[config.mk]
export PLATFORM = sky130hd
export DESIGN_NAME = adcsp_top
export DESIGN_NICKNAME = d
export VERILOG_FILES = /design/src/adcsp_pkg.sv /design/src/adcsp_regmem.sv /design/src/adcsp_top.sv
export VERILOG_INCLUDE_DIRS = /design/src
export SDC_FILE = /design/constraint.sdc
export NUM_CORES = 1
export LEC_CHECK = 0
export ABC_AREA = 1
export ABC_CLOCK_PERIOD_IN_PS = 12100
export BUFFER_PORTS_ARGS = -buffer_cell sky130_fd_sc_hd__buf_2
export CAP_MARGIN = 30
export CORE_MARGIN = 3
export CORE_UTILIZATION = 40
export CTS_CLUSTER_DIAMETER = 60
export DETAILED_ROUTE_END_ITERATION = 7
export PLACE_DENSITY = 0.68
export SLEW_MARGIN = 20
export SYNTH_ARGS = -nofsm -noshare
export SYNTH_HDL_FRONTEND = slang
export SYNTH_SLANG_ARGS = --single-unit
[constraint.sdc]
create_clock -name i_ref_clk -period 12.1 [get_ports i_ref_clk]
set_clock_uncertainty 0.05 [all_clocks]
set_input_delay 1.815 -clock i_ref_clk [delete_from_list [all_inputs] [get_ports i_ref_clk]]
set_output_delay 1.815 -clock i_ref_clk [all_outputs]
set_load 0.005 [all_outputs]
[src/adcsp_params.svh]
/*
  constants of the converter serial port: bus offsets, field positions,
  reset values and counts. assumes inclusion by bare name.
*/
`ifndef ADCSP_PARAMS_SVH
`define ADCSP_PARAMS_SVH
// bus register byte offsets
`define ADCSP_OFF_SAMPLE 8'h00
`define ADCSP_OFF_STATUS 8'h04
`define ADCSP_OFF_COMM   8'h08
`define ADCSP_OFF_SETUP  8'h0C
`define ADCSP_OFF_CLOCK  8'h10
// status register bit positions
`define ADCSP_ST_RDY 0
`define ADCSP_ST_CAL 1
`define ADCSP_ST_RD  2
`define ADCSP_ST_WR  3
// communication byte fields
`define ADCSP_COMM_RS_MSB 6
`define ADCSP_COMM_RS_LSB 4
`define ADCSP_COMM_RW_BIT 3
// register select codes
`define ADCSP_RS_COMM  3'h0
`define ADCSP_RS_SETUP 3'h1
`define ADCSP_RS_CLOCK 3'h2
`define ADCSP_RS_DATA  3'h3
`define ADCSP_RS_OFFS  3'h6
`define ADCSP_RS_GAIN  3'h7
// setup mode field and self calibration code
`define ADCSP_SETUP_MD_MSB 7
`define ADCSP_SETUP_MD_LSB 6
`define ADCSP_MD_SELF_CAL  2'h1
// transfer lengths in bits
`define ADCSP_LEN_BYTE 5'h08
`define ADCSP_LEN_WORD 5'h10
`define ADCSP_LEN_WIDE 5'h18
// consecutive ones that reset the port
`define ADCSP_ONES_RESET 6'h20
// reset values
`define ADCSP_RST_REG  24'h000000
`define ADCSP_RST_COMM 8'h00
`define ADCSP_RST_DATA 16'h0000
// bus responses
`define ADCSP_RESP_OKAY   2'h0
`define ADCSP_RESP_SLVERR 2'h2
`endif

[src/adcsp_pkg.sv]
/*
  types of the converter serial port.
  assumes nothing of its surroundings.
*/
`default_nettype none
package adcsp_pkg;
  // serial port phase
  typedef enum logic [1:0] {ST_COMM, ST_WRITE, ST_READ} adcsp_state_t;
  // bus read phase
  typedef enum logic [1:0] {RD_IDLE, RD_ADDR, RD_DATA, RD_RESP} adcsp_rdst_t;
endpackage : adcsp_pkg
`default_nettype wire

[src/adcsp_regmem.sv]
/*
  small register memory with one write port and two registered read ports.
  assumes one clock; reads appear one cycle after the address.
*/
`timescale 1ns/1ns
`default_nettype none
`include "adcsp_params.svh"
module adcsp_regmem #(
  parameter int W = 24,
  parameter int D = 8,
  parameter int A = 3
) (
  input  wire logic         i_ref_clk,
  input  wire logic         i_rst,
  input  wire logic         i_we,
  input  wire logic [A-1:0] i_waddr,
  input  wire logic [W-1:0] i_wdata,
  input  wire logic [A-1:0] i_raddr_a,
  output logic      [W-1:0] o_rdata_a,
  input  wire logic [A-1:0] i_raddr_b,
  output logic      [W-1:0] o_rdata_b
);
  logic [W-1:0] mem_q [D];
  logic [W-1:0] mem_d [D];
  logic [W-1:0] ra_d;
  logic [W-1:0] rb_d;

  // next contents and read words
  always_comb begin
    mem_d = mem_q;
    if (i_we) begin
      mem_d[i_waddr] = i_wdata;
    end
    ra_d = mem_q[i_raddr_a];
    rb_d = mem_q[i_raddr_b];
  end

  // storage and read registers
  always_ff @(posedge i_ref_clk or posedge i_rst) begin
    if (i_rst) begin
      for (int i = 0; i < D; i++) begin
        mem_q[i] <= `ADCSP_RST_REG;
      end
      o_rdata_a <= `ADCSP_RST_REG;
      o_rdata_b <= `ADCSP_RST_REG;
    end else begin
      mem_q     <= mem_d;
      o_rdata_a <= ra_d;
      o_rdata_b <= rb_d;
    end
  end
endmodule : adcsp_regmem
`default_nettype wire

[src/adcsp_top.sv]
/*
  serial register port of a sigma-delta converter, device side, with an
  axi4-lite slave for the converter core. assumes sclk, din and cs_n are
  synchronous to i_ref_clk and that sclk is much slower than it.
*/
// Local design decisions: the AXI4-Lite interface to the registers and the register offsets.
`timescale 1ns/1ns
`default_nettype none
`include "adcsp_params.svh"
module adcsp_top #(
  parameter int AW = 8
) (
  input  wire logic          i_ref_clk,
  input  wire logic          i_rst,
  input  wire logic          i_sclk,
  input  wire logic          i_din,
  input  wire logic          i_cs_n,
  output logic               o_dout,
  output logic               o_dout_oe_n,
  output logic               o_result_ready_n,
  input  wire logic [AW-1:0] i_s_axi_awaddr,
  input  wire logic          i_s_axi_awvalid,
  output logic               o_s_axi_awready,
  input  wire logic [31:0]   i_s_axi_wdata,
  input  wire logic [3:0]    i_s_axi_wstrb,
  input  wire logic          i_s_axi_wvalid,
  output logic               o_s_axi_wready,
  output logic [1:0]         o_s_axi_bresp,
  output logic               o_s_axi_bvalid,
  input  wire logic          i_s_axi_bready,
  input  wire logic [AW-1:0] i_s_axi_araddr,
  input  wire logic          i_s_axi_arvalid,
  output logic               o_s_axi_arready,
  output logic [31:0]        o_s_axi_rdata,
  output logic [1:0]         o_s_axi_rresp,
  output logic               o_s_axi_rvalid,
  input  wire logic          i_s_axi_rready
);
  // transfer length of a selected register
  function automatic logic [4:0] reg_len(input logic [2:0] rs);
    if (rs == `ADCSP_RS_DATA) begin
      return `ADCSP_LEN_WORD;
    end else if (rs == `ADCSP_RS_OFFS || rs == `ADCSP_RS_GAIN) begin
      return `ADCSP_LEN_WIDE;
    end
    return `ADCSP_LEN_BYTE;
  endfunction : reg_len

  adcsp_pkg::adcsp_state_t state_q, state_d;
  adcsp_pkg::adcsp_rdst_t  rdst_q, rdst_d;
  logic        sclk_prev_q;
  logic [4:0]  bitcnt_q, bitcnt_d, len_q, len_d;
  logic [2:0]  rs_q, rs_d;
  logic [7:0]  comm_q, comm_d;
  logic [23:0] in_sr_q, in_sr_d, out_sr_q, out_sr_d, in_word, rd_word;
  logic [5:0]  ones_q, ones_d;
  logic        dout_q, dout_d, oe_n_q, oe_n_d;
  logic        rise, fall, mem_we, data_rd_done, cal_set;
  logic [23:0] mem_wdata, mem_ra, mem_rb;
  logic [15:0] data_q, data_d, pend_q, pend_d;
  logic        ready_q, ready_d, upd_q, upd_d, cal_q, cal_d, rdy_n_q, rdy_n_d;
  logic        awr_q, awr_d, wr_q, wr_d, awg_q, awg_d, wg_q, wg_d;
  logic        bv_q, bv_d, wr_sample, wr_status;
  logic [AW-1:0] awa_q, awa_d, ara_q, ara_d;
  logic [31:0] wd_q, wd_d, rdata_q, rdata_d;
  logic [3:0]  ws_q, ws_d;
  logic [1:0]  bresp_q, bresp_d, rresp_q, rresp_d;
  logic        arr_q, arr_d, rv_q, rv_d;
  logic [2:0]  rb_addr;

  adcsp_regmem #(.W(24), .D(8), .A(3)) u_mem (
    .i_ref_clk (i_ref_clk),
    .i_rst     (i_rst),
    .i_we      (mem_we),
    .i_waddr   (rs_q),
    .i_wdata   (mem_wdata),
    .i_raddr_a (rs_q),
    .o_rdata_a (mem_ra),
    .i_raddr_b (rb_addr),
    .o_rdata_b (mem_rb)
  );

  // edges seen only while selected
  assign rise    = i_sclk & ~sclk_prev_q & ~i_cs_n;
  assign fall    = ~i_sclk & sclk_prev_q & ~i_cs_n;
  assign in_word = {in_sr_q[22:0], i_din};
  assign rb_addr = (ara_q == `ADCSP_OFF_CLOCK) ? `ADCSP_RS_CLOCK : `ADCSP_RS_SETUP;

  // word to send, left aligned so the msb leaves first
  always_comb begin
    if (rs_q == `ADCSP_RS_DATA) begin
      rd_word = {data_q, 8'h00};
    end else if (rs_q == `ADCSP_RS_COMM) begin
      rd_word = {~ready_q, comm_q[6:0], 16'h0000};
    end else if (len_q == `ADCSP_LEN_WIDE) begin
      rd_word = mem_ra;
    end else begin
      rd_word = {mem_ra[7:0], 16'h0000};
    end
  end

  // serial port sequencing
  always_comb begin
    state_d = state_q;
    bitcnt_d = bitcnt_q;
    len_d = len_q;
    rs_d = rs_q;
    comm_d = comm_q;
    in_sr_d = in_sr_q;
    out_sr_d = out_sr_q;
    ones_d = ones_q;
    dout_d = dout_q;
    oe_n_d = oe_n_q;
    mem_we = 1'b0;
    mem_wdata = (len_q == `ADCSP_LEN_WIDE) ? in_word : {16'h0000, in_word[7:0]};
    data_rd_done = 1'b0;
    cal_set = 1'b0;
    if (rise && state_q != adcsp_pkg::ST_READ) begin
      ones_d = i_din ? ones_q + 6'h01 : 6'h00;
    end
    if (rise && state_q != adcsp_pkg::ST_READ && i_din
        && ones_q == `ADCSP_ONES_RESET - 6'h01) begin
      state_d = adcsp_pkg::ST_COMM;
      bitcnt_d = 5'h00;
      ones_d = 6'h00;
    end else begin
      unique case (state_q)
        adcsp_pkg::ST_COMM: begin
          if (rise) begin
            in_sr_d = in_word;
            bitcnt_d = bitcnt_q + 5'h01;
            if (bitcnt_q == `ADCSP_LEN_BYTE - 5'h01) begin
              // comm byte names target and direction
              comm_d = in_word[7:0];
              rs_d = in_word[`ADCSP_COMM_RS_MSB:`ADCSP_COMM_RS_LSB];
              len_d = reg_len(rs_d);
              bitcnt_d = 5'h00;
              if (in_word[`ADCSP_COMM_RW_BIT]) begin
                state_d = adcsp_pkg::ST_READ;
              end else if (rs_d != `ADCSP_RS_COMM) begin
                state_d = adcsp_pkg::ST_WRITE;
              end
            end
          end
        end
        adcsp_pkg::ST_WRITE: begin
          if (rise) begin
            in_sr_d = in_word;
            bitcnt_d = bitcnt_q + 5'h01;
            if (bitcnt_q == len_q - 5'h01) begin
              mem_we = (rs_q != `ADCSP_RS_DATA);
              cal_set = (rs_q == `ADCSP_RS_SETUP) && (in_word[`ADCSP_SETUP_MD_MSB:
                `ADCSP_SETUP_MD_LSB] == `ADCSP_MD_SELF_CAL);
              bitcnt_d = 5'h00;
              state_d = adcsp_pkg::ST_COMM;
            end
          end
        end
        adcsp_pkg::ST_READ: begin
          // din is not shifted here
          if (fall) begin
            oe_n_d = 1'b0;
            if (bitcnt_q == 5'h00) begin
              dout_d = rd_word[23];
              out_sr_d = {rd_word[22:0], 1'b0};
            end else begin
              dout_d = out_sr_q[23];
              out_sr_d = {out_sr_q[22:0], 1'b0};
            end
          end
          if (rise) begin
            bitcnt_d = bitcnt_q + 5'h01;
            if (bitcnt_q == len_q - 5'h01) begin
              data_rd_done = (rs_q == `ADCSP_RS_DATA);
              bitcnt_d = 5'h00;
              state_d = adcsp_pkg::ST_COMM;
            end
          end
        end
      endcase
    end
    if (state_d != adcsp_pkg::ST_READ) begin
      oe_n_d = 1'b1;
    end
  end

  // serial port registers
  always_ff @(posedge i_ref_clk or posedge i_rst) begin
    if (i_rst) begin
      state_q <= adcsp_pkg::ST_COMM;
      sclk_prev_q <= 1'b1;
      bitcnt_q <= 5'h00;
      len_q <= `ADCSP_LEN_BYTE;
      rs_q <= `ADCSP_RS_COMM;
      comm_q <= `ADCSP_RST_COMM;
      in_sr_q <= `ADCSP_RST_REG;
      out_sr_q <= `ADCSP_RST_REG;
      ones_q <= 6'h00;
      dout_q <= 1'b1;
      oe_n_q <= 1'b1;
    end else begin
      state_q <= state_d;
      sclk_prev_q <= i_sclk;
      bitcnt_q <= bitcnt_d;
      len_q <= len_d;
      rs_q <= rs_d;
      comm_q <= comm_d;
      in_sr_q <= in_sr_d;
      out_sr_q <= out_sr_d;
      ones_q <= ones_d;
      dout_q <= dout_d;
      oe_n_q <= oe_n_d;
    end
  end

  // result register, ready flag and calibration flag
  always_comb begin
    data_d = data_q;
    pend_d = pend_q;
    upd_d = 1'b0;
    ready_d = ready_q & ~data_rd_done;
    if (wr_sample) begin
      pend_d[7:0] = ws_q[0] ? wd_q[7:0] : data_q[7:0];
      pend_d[15:8] = ws_q[1] ? wd_q[15:8] : data_q[15:8];
      upd_d = 1'b1;
    end
    if (upd_q) begin
      data_d = pend_q;
      ready_d = 1'b1; // set wins over the read clear
    end
    rdy_n_d = ~ready_d | upd_d;
    cal_d = cal_set | (cal_q & ~(wr_status & ws_q[0] & wd_q[`ADCSP_ST_CAL]));
  end

  always_ff @(posedge i_ref_clk or posedge i_rst) begin
    if (i_rst) begin
      data_q <= `ADCSP_RST_DATA;
      pend_q <= `ADCSP_RST_DATA;
      upd_q <= 1'b0;
      ready_q <= 1'b0;
      rdy_n_q <= 1'b1;
      cal_q <= 1'b0;
    end else begin
      data_q <= data_d;
      pend_q <= pend_d;
      upd_q <= upd_d;
      ready_q <= ready_d;
      rdy_n_q <= rdy_n_d;
      cal_q <= cal_d;
    end
  end

  // bus write: address and data in either order, then response
  always_comb begin
    awr_d = awr_q;
    wr_d = wr_q;
    awg_d = awg_q;
    wg_d = wg_q;
    awa_d = awa_q;
    wd_d = wd_q;
    ws_d = ws_q;
    bv_d = bv_q;
    bresp_d = bresp_q;
    wr_sample = 1'b0;
    wr_status = 1'b0;
    if (i_s_axi_awvalid && awr_q) begin
      awa_d = i_s_axi_awaddr;
      awg_d = 1'b1;
      awr_d = 1'b0;
    end
    if (i_s_axi_wvalid && wr_q) begin
      wd_d = i_s_axi_wdata;
      ws_d = i_s_axi_wstrb;
      wg_d = 1'b1;
      wr_d = 1'b0;
    end
    if (awg_q && wg_q && !bv_q) begin
      wr_sample = (awa_q == `ADCSP_OFF_SAMPLE) && (ws_q[1:0] != 2'h0);
      wr_status = (awa_q == `ADCSP_OFF_STATUS);
      bresp_d = (awa_q == `ADCSP_OFF_SAMPLE || wr_status) ?
                `ADCSP_RESP_OKAY : `ADCSP_RESP_SLVERR;
      bv_d = 1'b1;
      awg_d = 1'b0;
      wg_d = 1'b0;
    end
    if (bv_q && i_s_axi_bready) begin
      bv_d = 1'b0;
      awr_d = 1'b1;
      wr_d = 1'b1;
    end
  end

  always_ff @(posedge i_ref_clk or posedge i_rst) begin
    if (i_rst) begin
      awr_q <= 1'b1;
      wr_q <= 1'b1;
      awg_q <= 1'b0;
      wg_q <= 1'b0;
      awa_q <= '0;
      wd_q <= 32'h00000000;
      ws_q <= 4'h0;
      bv_q <= 1'b0;
      bresp_q <= `ADCSP_RESP_OKAY;
    end else begin
      awr_q <= awr_d;
      wr_q <= wr_d;
      awg_q <= awg_d;
      wg_q <= wg_d;
      awa_q <= awa_d;
      wd_q <= wd_d;
      ws_q <= ws_d;
      bv_q <= bv_d;
      bresp_q <= bresp_d;
    end
  end

  // bus read: address, memory wait, data, response
  always_comb begin
    rdst_d = rdst_q;
    ara_d = ara_q;
    arr_d = arr_q;
    rv_d = rv_q;
    rdata_d = rdata_q;
    rresp_d = rresp_q;
    unique case (rdst_q)
      adcsp_pkg::RD_IDLE: begin
        if (i_s_axi_arvalid) begin
          ara_d = i_s_axi_araddr;
          arr_d = 1'b0;
          rdst_d = adcsp_pkg::RD_ADDR;
        end
      end
      adcsp_pkg::RD_ADDR: begin
        rdst_d = adcsp_pkg::RD_DATA;
      end
      adcsp_pkg::RD_DATA: begin
        rresp_d = `ADCSP_RESP_OKAY;
        rdata_d = 32'h00000000;
        unique case (ara_q)
          `ADCSP_OFF_SAMPLE: rdata_d[15:0] = data_q;
          `ADCSP_OFF_STATUS: begin
            rdata_d[`ADCSP_ST_RDY] = ready_q;
            rdata_d[`ADCSP_ST_CAL] = cal_q;
            rdata_d[`ADCSP_ST_RD] = (state_q == adcsp_pkg::ST_READ);
            rdata_d[`ADCSP_ST_WR] = (state_q == adcsp_pkg::ST_WRITE);
          end
          `ADCSP_OFF_COMM: rdata_d[7:0] = comm_q;
          `ADCSP_OFF_SETUP: rdata_d[7:0] = mem_rb[7:0];
          `ADCSP_OFF_CLOCK: rdata_d[7:0] = mem_rb[7:0];
          default: rresp_d = `ADCSP_RESP_SLVERR;
        endcase
        rv_d = 1'b1;
        rdst_d = adcsp_pkg::RD_RESP;
      end
      adcsp_pkg::RD_RESP: begin
        if (i_s_axi_rready) begin
          rv_d = 1'b0;
          arr_d = 1'b1;
          rdst_d = adcsp_pkg::RD_IDLE;
        end
      end
    endcase
  end

  always_ff @(posedge i_ref_clk or posedge i_rst) begin
    if (i_rst) begin
      rdst_q <= adcsp_pkg::RD_IDLE;
      ara_q <= '0;
      arr_q <= 1'b1;
      rv_q <= 1'b0;
      rdata_q <= 32'h00000000;
      rresp_q <= `ADCSP_RESP_OKAY;
    end else begin
      rdst_q <= rdst_d;
      ara_q <= ara_d;
      arr_q <= arr_d;
      rv_q <= rv_d;
      rdata_q <= rdata_d;
      rresp_q <= rresp_d;
    end
  end

  // outputs straight from flops
  assign o_dout           = dout_q;
  assign o_dout_oe_n      = oe_n_q;
  assign o_result_ready_n = rdy_n_q;
  assign o_s_axi_awready  = awr_q;
  assign o_s_axi_wready   = wr_q;
  assign o_s_axi_bvalid   = bv_q;
  assign o_s_axi_bresp    = bresp_q;
  assign o_s_axi_arready  = arr_q;
  assign o_s_axi_rvalid   = rv_q;
  assign o_s_axi_rdata    = rdata_q;
  assign o_s_axi_rresp    = rresp_q;
endmodule : adcsp_top
`default_nettype wire

# Word-level counts from Yosys, hierarchy flattened
# Cells that the tools add are included.
# W data, S select, Z words.
# op_classes
addsub,3
muxes,87
bitwise,20
eq_ne,28
reduce_logical,45
magnitude_cmp,3
# ops
op,count
$bwmux W192,1
$mux W24,8
$bmux W24 S3,2
$demux W24 S3,1
$mux W1,40
$mux W5,8
$mux W8,5
$mux W2,12
$reduce_bool A2 Y1,11
$mux W6,3
$eq A8 B3 Y1 const B,2
$eq A8 B4 Y1 const B,2
$logic_not A8 Y1,2
$pmux W4 S4,1
$pmux W4 S3,1
$reduce_and A3 Y1,4
$logic_and A1 B1 Y1,11
$pmux W5 S2,1
$and A1 B1 Y1,8
$eq A8 B5 Y1 const B,1
$ge A4 B4 Y1 const B,2
$ne A2 B2 Y1 const B,4
$not A1 Y1,8
$pmux W2 S4,1
32 further kinds,47
# totals
reg_bits,402
word_cells,228
out_inout_bits,44

# Logic depth before layout (Yosys ltp)
# logic_depth
depth_word,12
mapped_depth,12

# Modules after synthesis
# Synthesis repeated with hierarchy kept, for this count alone.
# hier_totals
cells_unflattened,2782
hier_area_um2,20828.7
# modules_own_cells
mod,area_per_inst_um2,cells_each,seq_area_each_um2,n_inst
adcsp_regmem,12742.2,1792,6005.8,1
adcsp_top,8086.5,990,4239.1,1

# Worst setup path after synthesis
# OpenSTA, ideal clock, no wires.
# synth_timing
path_type,input -> register
startpoint,input port i_sclk
endpoint,register u_mem.mem_q[78] (netlist name)
t_arrival_ps,2863
path_buffers,2
path_slack_ps,9056
stages,9
cell_sequence,nand2_1 -> nor2_2 -> inv_2 -> nor2_4 -> nand3_2 -> buf_4 -> buf_4 -> nand2_1 -> o21ai_1
# synth_via
elab_chain_len,6
elab_cells_between_ends,8
# synth_lines
item,line_no,text
from (decl),adcsp_top.sv:15,"input wire logic i_sclk,"
$and A1 B1 Y1 * (2 in a row),adcsp_top.sv:84,assign rise = i_sclk & ~sclk_prev_q & ~i_cs_n;
$logic_and A1 B1 Y1 (3 in a row),adcsp_top.sv:121,if (rise && state_q != adcsp_pkg::ST_READ && i_din
$mux W1 *,adcsp_top.sv:121,
"to (signal, indexed assignment)",adcsp_regmem.sv:42,mem_q[i] <= `ADCSP_RST_REG;
to (signal assigned),adcsp_regmem.sv:47,mem_q <= mem_d;
to (decl),adcsp_regmem.sv:23,logic [W-1:0] mem_q [D];
# Mark *: on every way between the ends. The rest lies on a longest branch, timed or not.
# A chain may end at the register's enable or synchronous reset.

# Worst setup path after layout
# layout_timing
startpoint,input port i_sclk
endpoint,register u_mem.mem_q[94] (netlist name)
# Same word-level chain as after synthesis.

==> reports/metrics.cfg <==
[logic_synthesis]
synth-seq-cells = 393
yosys-top-cells-area = dfrtp_1 57%, nand2_1 12%, o21ai_0 5.7%, o21ai_1 4.5%, nor2_1 4.0%
yosys-top-cells-count = 529 x nand2_1, 385 x dfrtp_1, 194 x o21ai_0
synth-main-ff-cell = dfrtp_1
synth_area_um2 = 17000
synth.distinct_cells = 39
synth.most_common_cell = nand2_1
ys_seq_area_share_pct = 58.0
yosysWarningCount = 0
avgSynthCellArea_um2 = 8.77
synthCells = 1935
synth-edff-count = 0
async_flop_share_pct = 100
yosys.area.top_type_share_pct = 56.8
synth_top_cell_by_area = dfrtp_1

[placement]
port_buffers = 69
post-dp-hpwl_um = 25700
gp_congestion = 0.880
dp_worst_setup_slack_ns = 8.03

[clock_network]
h-tree-depth = 2
clock_tree.buffer_depth = 3
cts_tree = built
cts_resized = 0
insertion_delay_ns = 0.53
cts_setup_buffers = 0
numCtsBuffers = 41
cts_root_buf = clkbuf_16
clk_pin_slew_ns = 0.06
hold_buffers = 0
cts_sinks = 393

[detailed_routing]
wire_per_inst_um = 16.3
drt_first_pass_iters = 5
wirelength_um = 41000
drtIter0Drc = 1300
viasPerCell = 5.19
drc = 0
vias = 13100
ant_nets = 0

[global_routing]
grt_pass1_wl_um = 67600
antenna_found_initial = 1
grt.total_usage_pct = 18.5
grt_max_degree = 169
grt_overflow = 0
grt_pass1_vias = 12800

[timing]
fmax_ghz = 0.282
grt_setup_unrepaired = false
final_hold_viol_count = 0
worstMarginPinSlew_ns = 0.986
final_max_slew_viol_count = 0
slew_headroom_pct = 34.3
setup_viol = 0
fin_crit_sh_pct = 29.3
period_needed_ns = 3.55
fin_tns_setup_ns = 0
setup_ws_ns = 8.55

[critical_path]
cp_max_fo = 29
required_ns = 12.46
arrival_ns = 3.91
criticalPathCategory = in2reg
cp-end-kind = flop
start_kind = primary input

[floorplanning]
die_h_um = 212
ios = 106
start_util_pct = 41.0
dieArea_um2 = 44900
rows = 74
die_w_um = 212
core-area_um2 = 41400

[status]
status = completed

[worst_hold_path]
hp-class = reg2reg

[power]
cellPowerDensity_nw_per_um2 = 176
p_leak_nw = 8.84
peakVddDrop_mv = 0.0990

[layout]
finalNetCount = 2026
drive_gt1_share_pct = 10.3
diodes = 0
area_growth_pct = 12.4

[job]
maxCapViolCount = 0

[kinds of logic after synthesis]
kind of cell,after synthesis,synth area share [%]
buffers and inverters,256,6.99
adders and majority gates,11,0.811
DFF,393,58.0
muxes,6,0.398
AOI/OAI and AO/OA,450,14.2
xor gates and xnor gates,7,0.361
and+or+nand+nor,811,19.2
other,1,0.0221
[registers in the layout, indices dropped and copies added, names as in the netlist, 2 cells and up]
register and flops:
out_sr_q 23, comm_q 6, pend_q 16, len_q 2
u_mem.mem_q 192, in_sr_q 23, data_q 16, u_mem.o_rdata_b 8
ones_q 6, rdst_q 2, awa_q 8, bitcnt_q 5
ara_q 8, rs_q 2, ws_q 2, wd_q 16
o_s_axi_rdata 16, state_q 2, u_mem.o_rdata_a 24
[power breakdown]
group	switching (W)	leakage, nW	internal, W
sequential	0.000103	5.31	0.00149
combinational	0.000363	2.87	0.000185
clock	0.000514	0.657	0.000699
[critical path, stage by stage]
cell and delay (ns):
buf_2 0.12, nand2_1 0.07, nor2_2 0.22, inv_2 0.09, nor2_4 0.33, nand3_2 0.67
buf_16 0.42, nand2_1 0.09, o21ai_1 0.07
[per-stage QoR]
stage / std cells / utilization (%) / area (µm²) / total power, W / hold WS (ns)
2_1_floorplan: 1952 / - / 17000 / 0.00199 / 0.374
4_1_cts: 2513 / 45.9 / 19000 / 0.00337 / 0.326
5_1_grt: 2517 / 46.1 / 19100 / 0.00354 / 0.333
6_report: 2517 / 46.1 / 19100 / 0.00335 / 0.326
3_5_place_dp: 2438 / 42.8 / 17700 / 0.00215 / 0.313
3_3_place_gp: 2426 / 42.1 / 17400 / 0.00212 / 0.310
[layer usage]
metal  routed length [µm]  up-vias  GRT usage [%]
met1                18500     6259           25.6
met2                18800      399           30.0
li1                     -     6303              -
met3                 2500       92           3.20
met4                 1270        0           5.91
met5                    0        -              0
[layout by cell type (no fill, tap or decap), types with 10 or more instances in the layout]
master and n:
o21ai_0 194, nor2_1 180, clkbuf_8 12, a221oi_1 17
clkbuf_16 41, nand3_1 54, a21oi_1 46, conb_1 18
buf_2 69, nand2_1 529, o211ai_1 15, o21ai_1 154
buf_16 10, buf_4 12, clkinv_2 12, nor3_1 23
inv_1 103, dfrtp_1 384, ha_1 11
[layout make-up]
type,count,area [µm²]
clock buffer,61,1220
clock inverter,14,77.6
multi-input combinational,1303,6000
timing repair buffer,97,817
sequential,393,9850
tap,532,666
inverter,117,443
fill,3895,22300
[worst paths after layout]
kind	to	from	slack [ns]	depth (start not counted)
max	u_mem.mem_q[94]	i_sclk	8.55	9
min	u_mem.mem_q[102]	u_mem.mem_q[102]	0.33	0
min reg2reg	u_mem.mem_q[102]	u_mem.mem_q[102]	0.33	0
max reg2reg	u_mem.mem_q[22]	rs_q[0]	8.85	9
min in group asynchronous	u_mem.mem_q[160]	i_rst	1.39	3
max in group asynchronous	out_sr_q[16]	i_rst	8.99	5
Power figures use the tool's default switching activity.
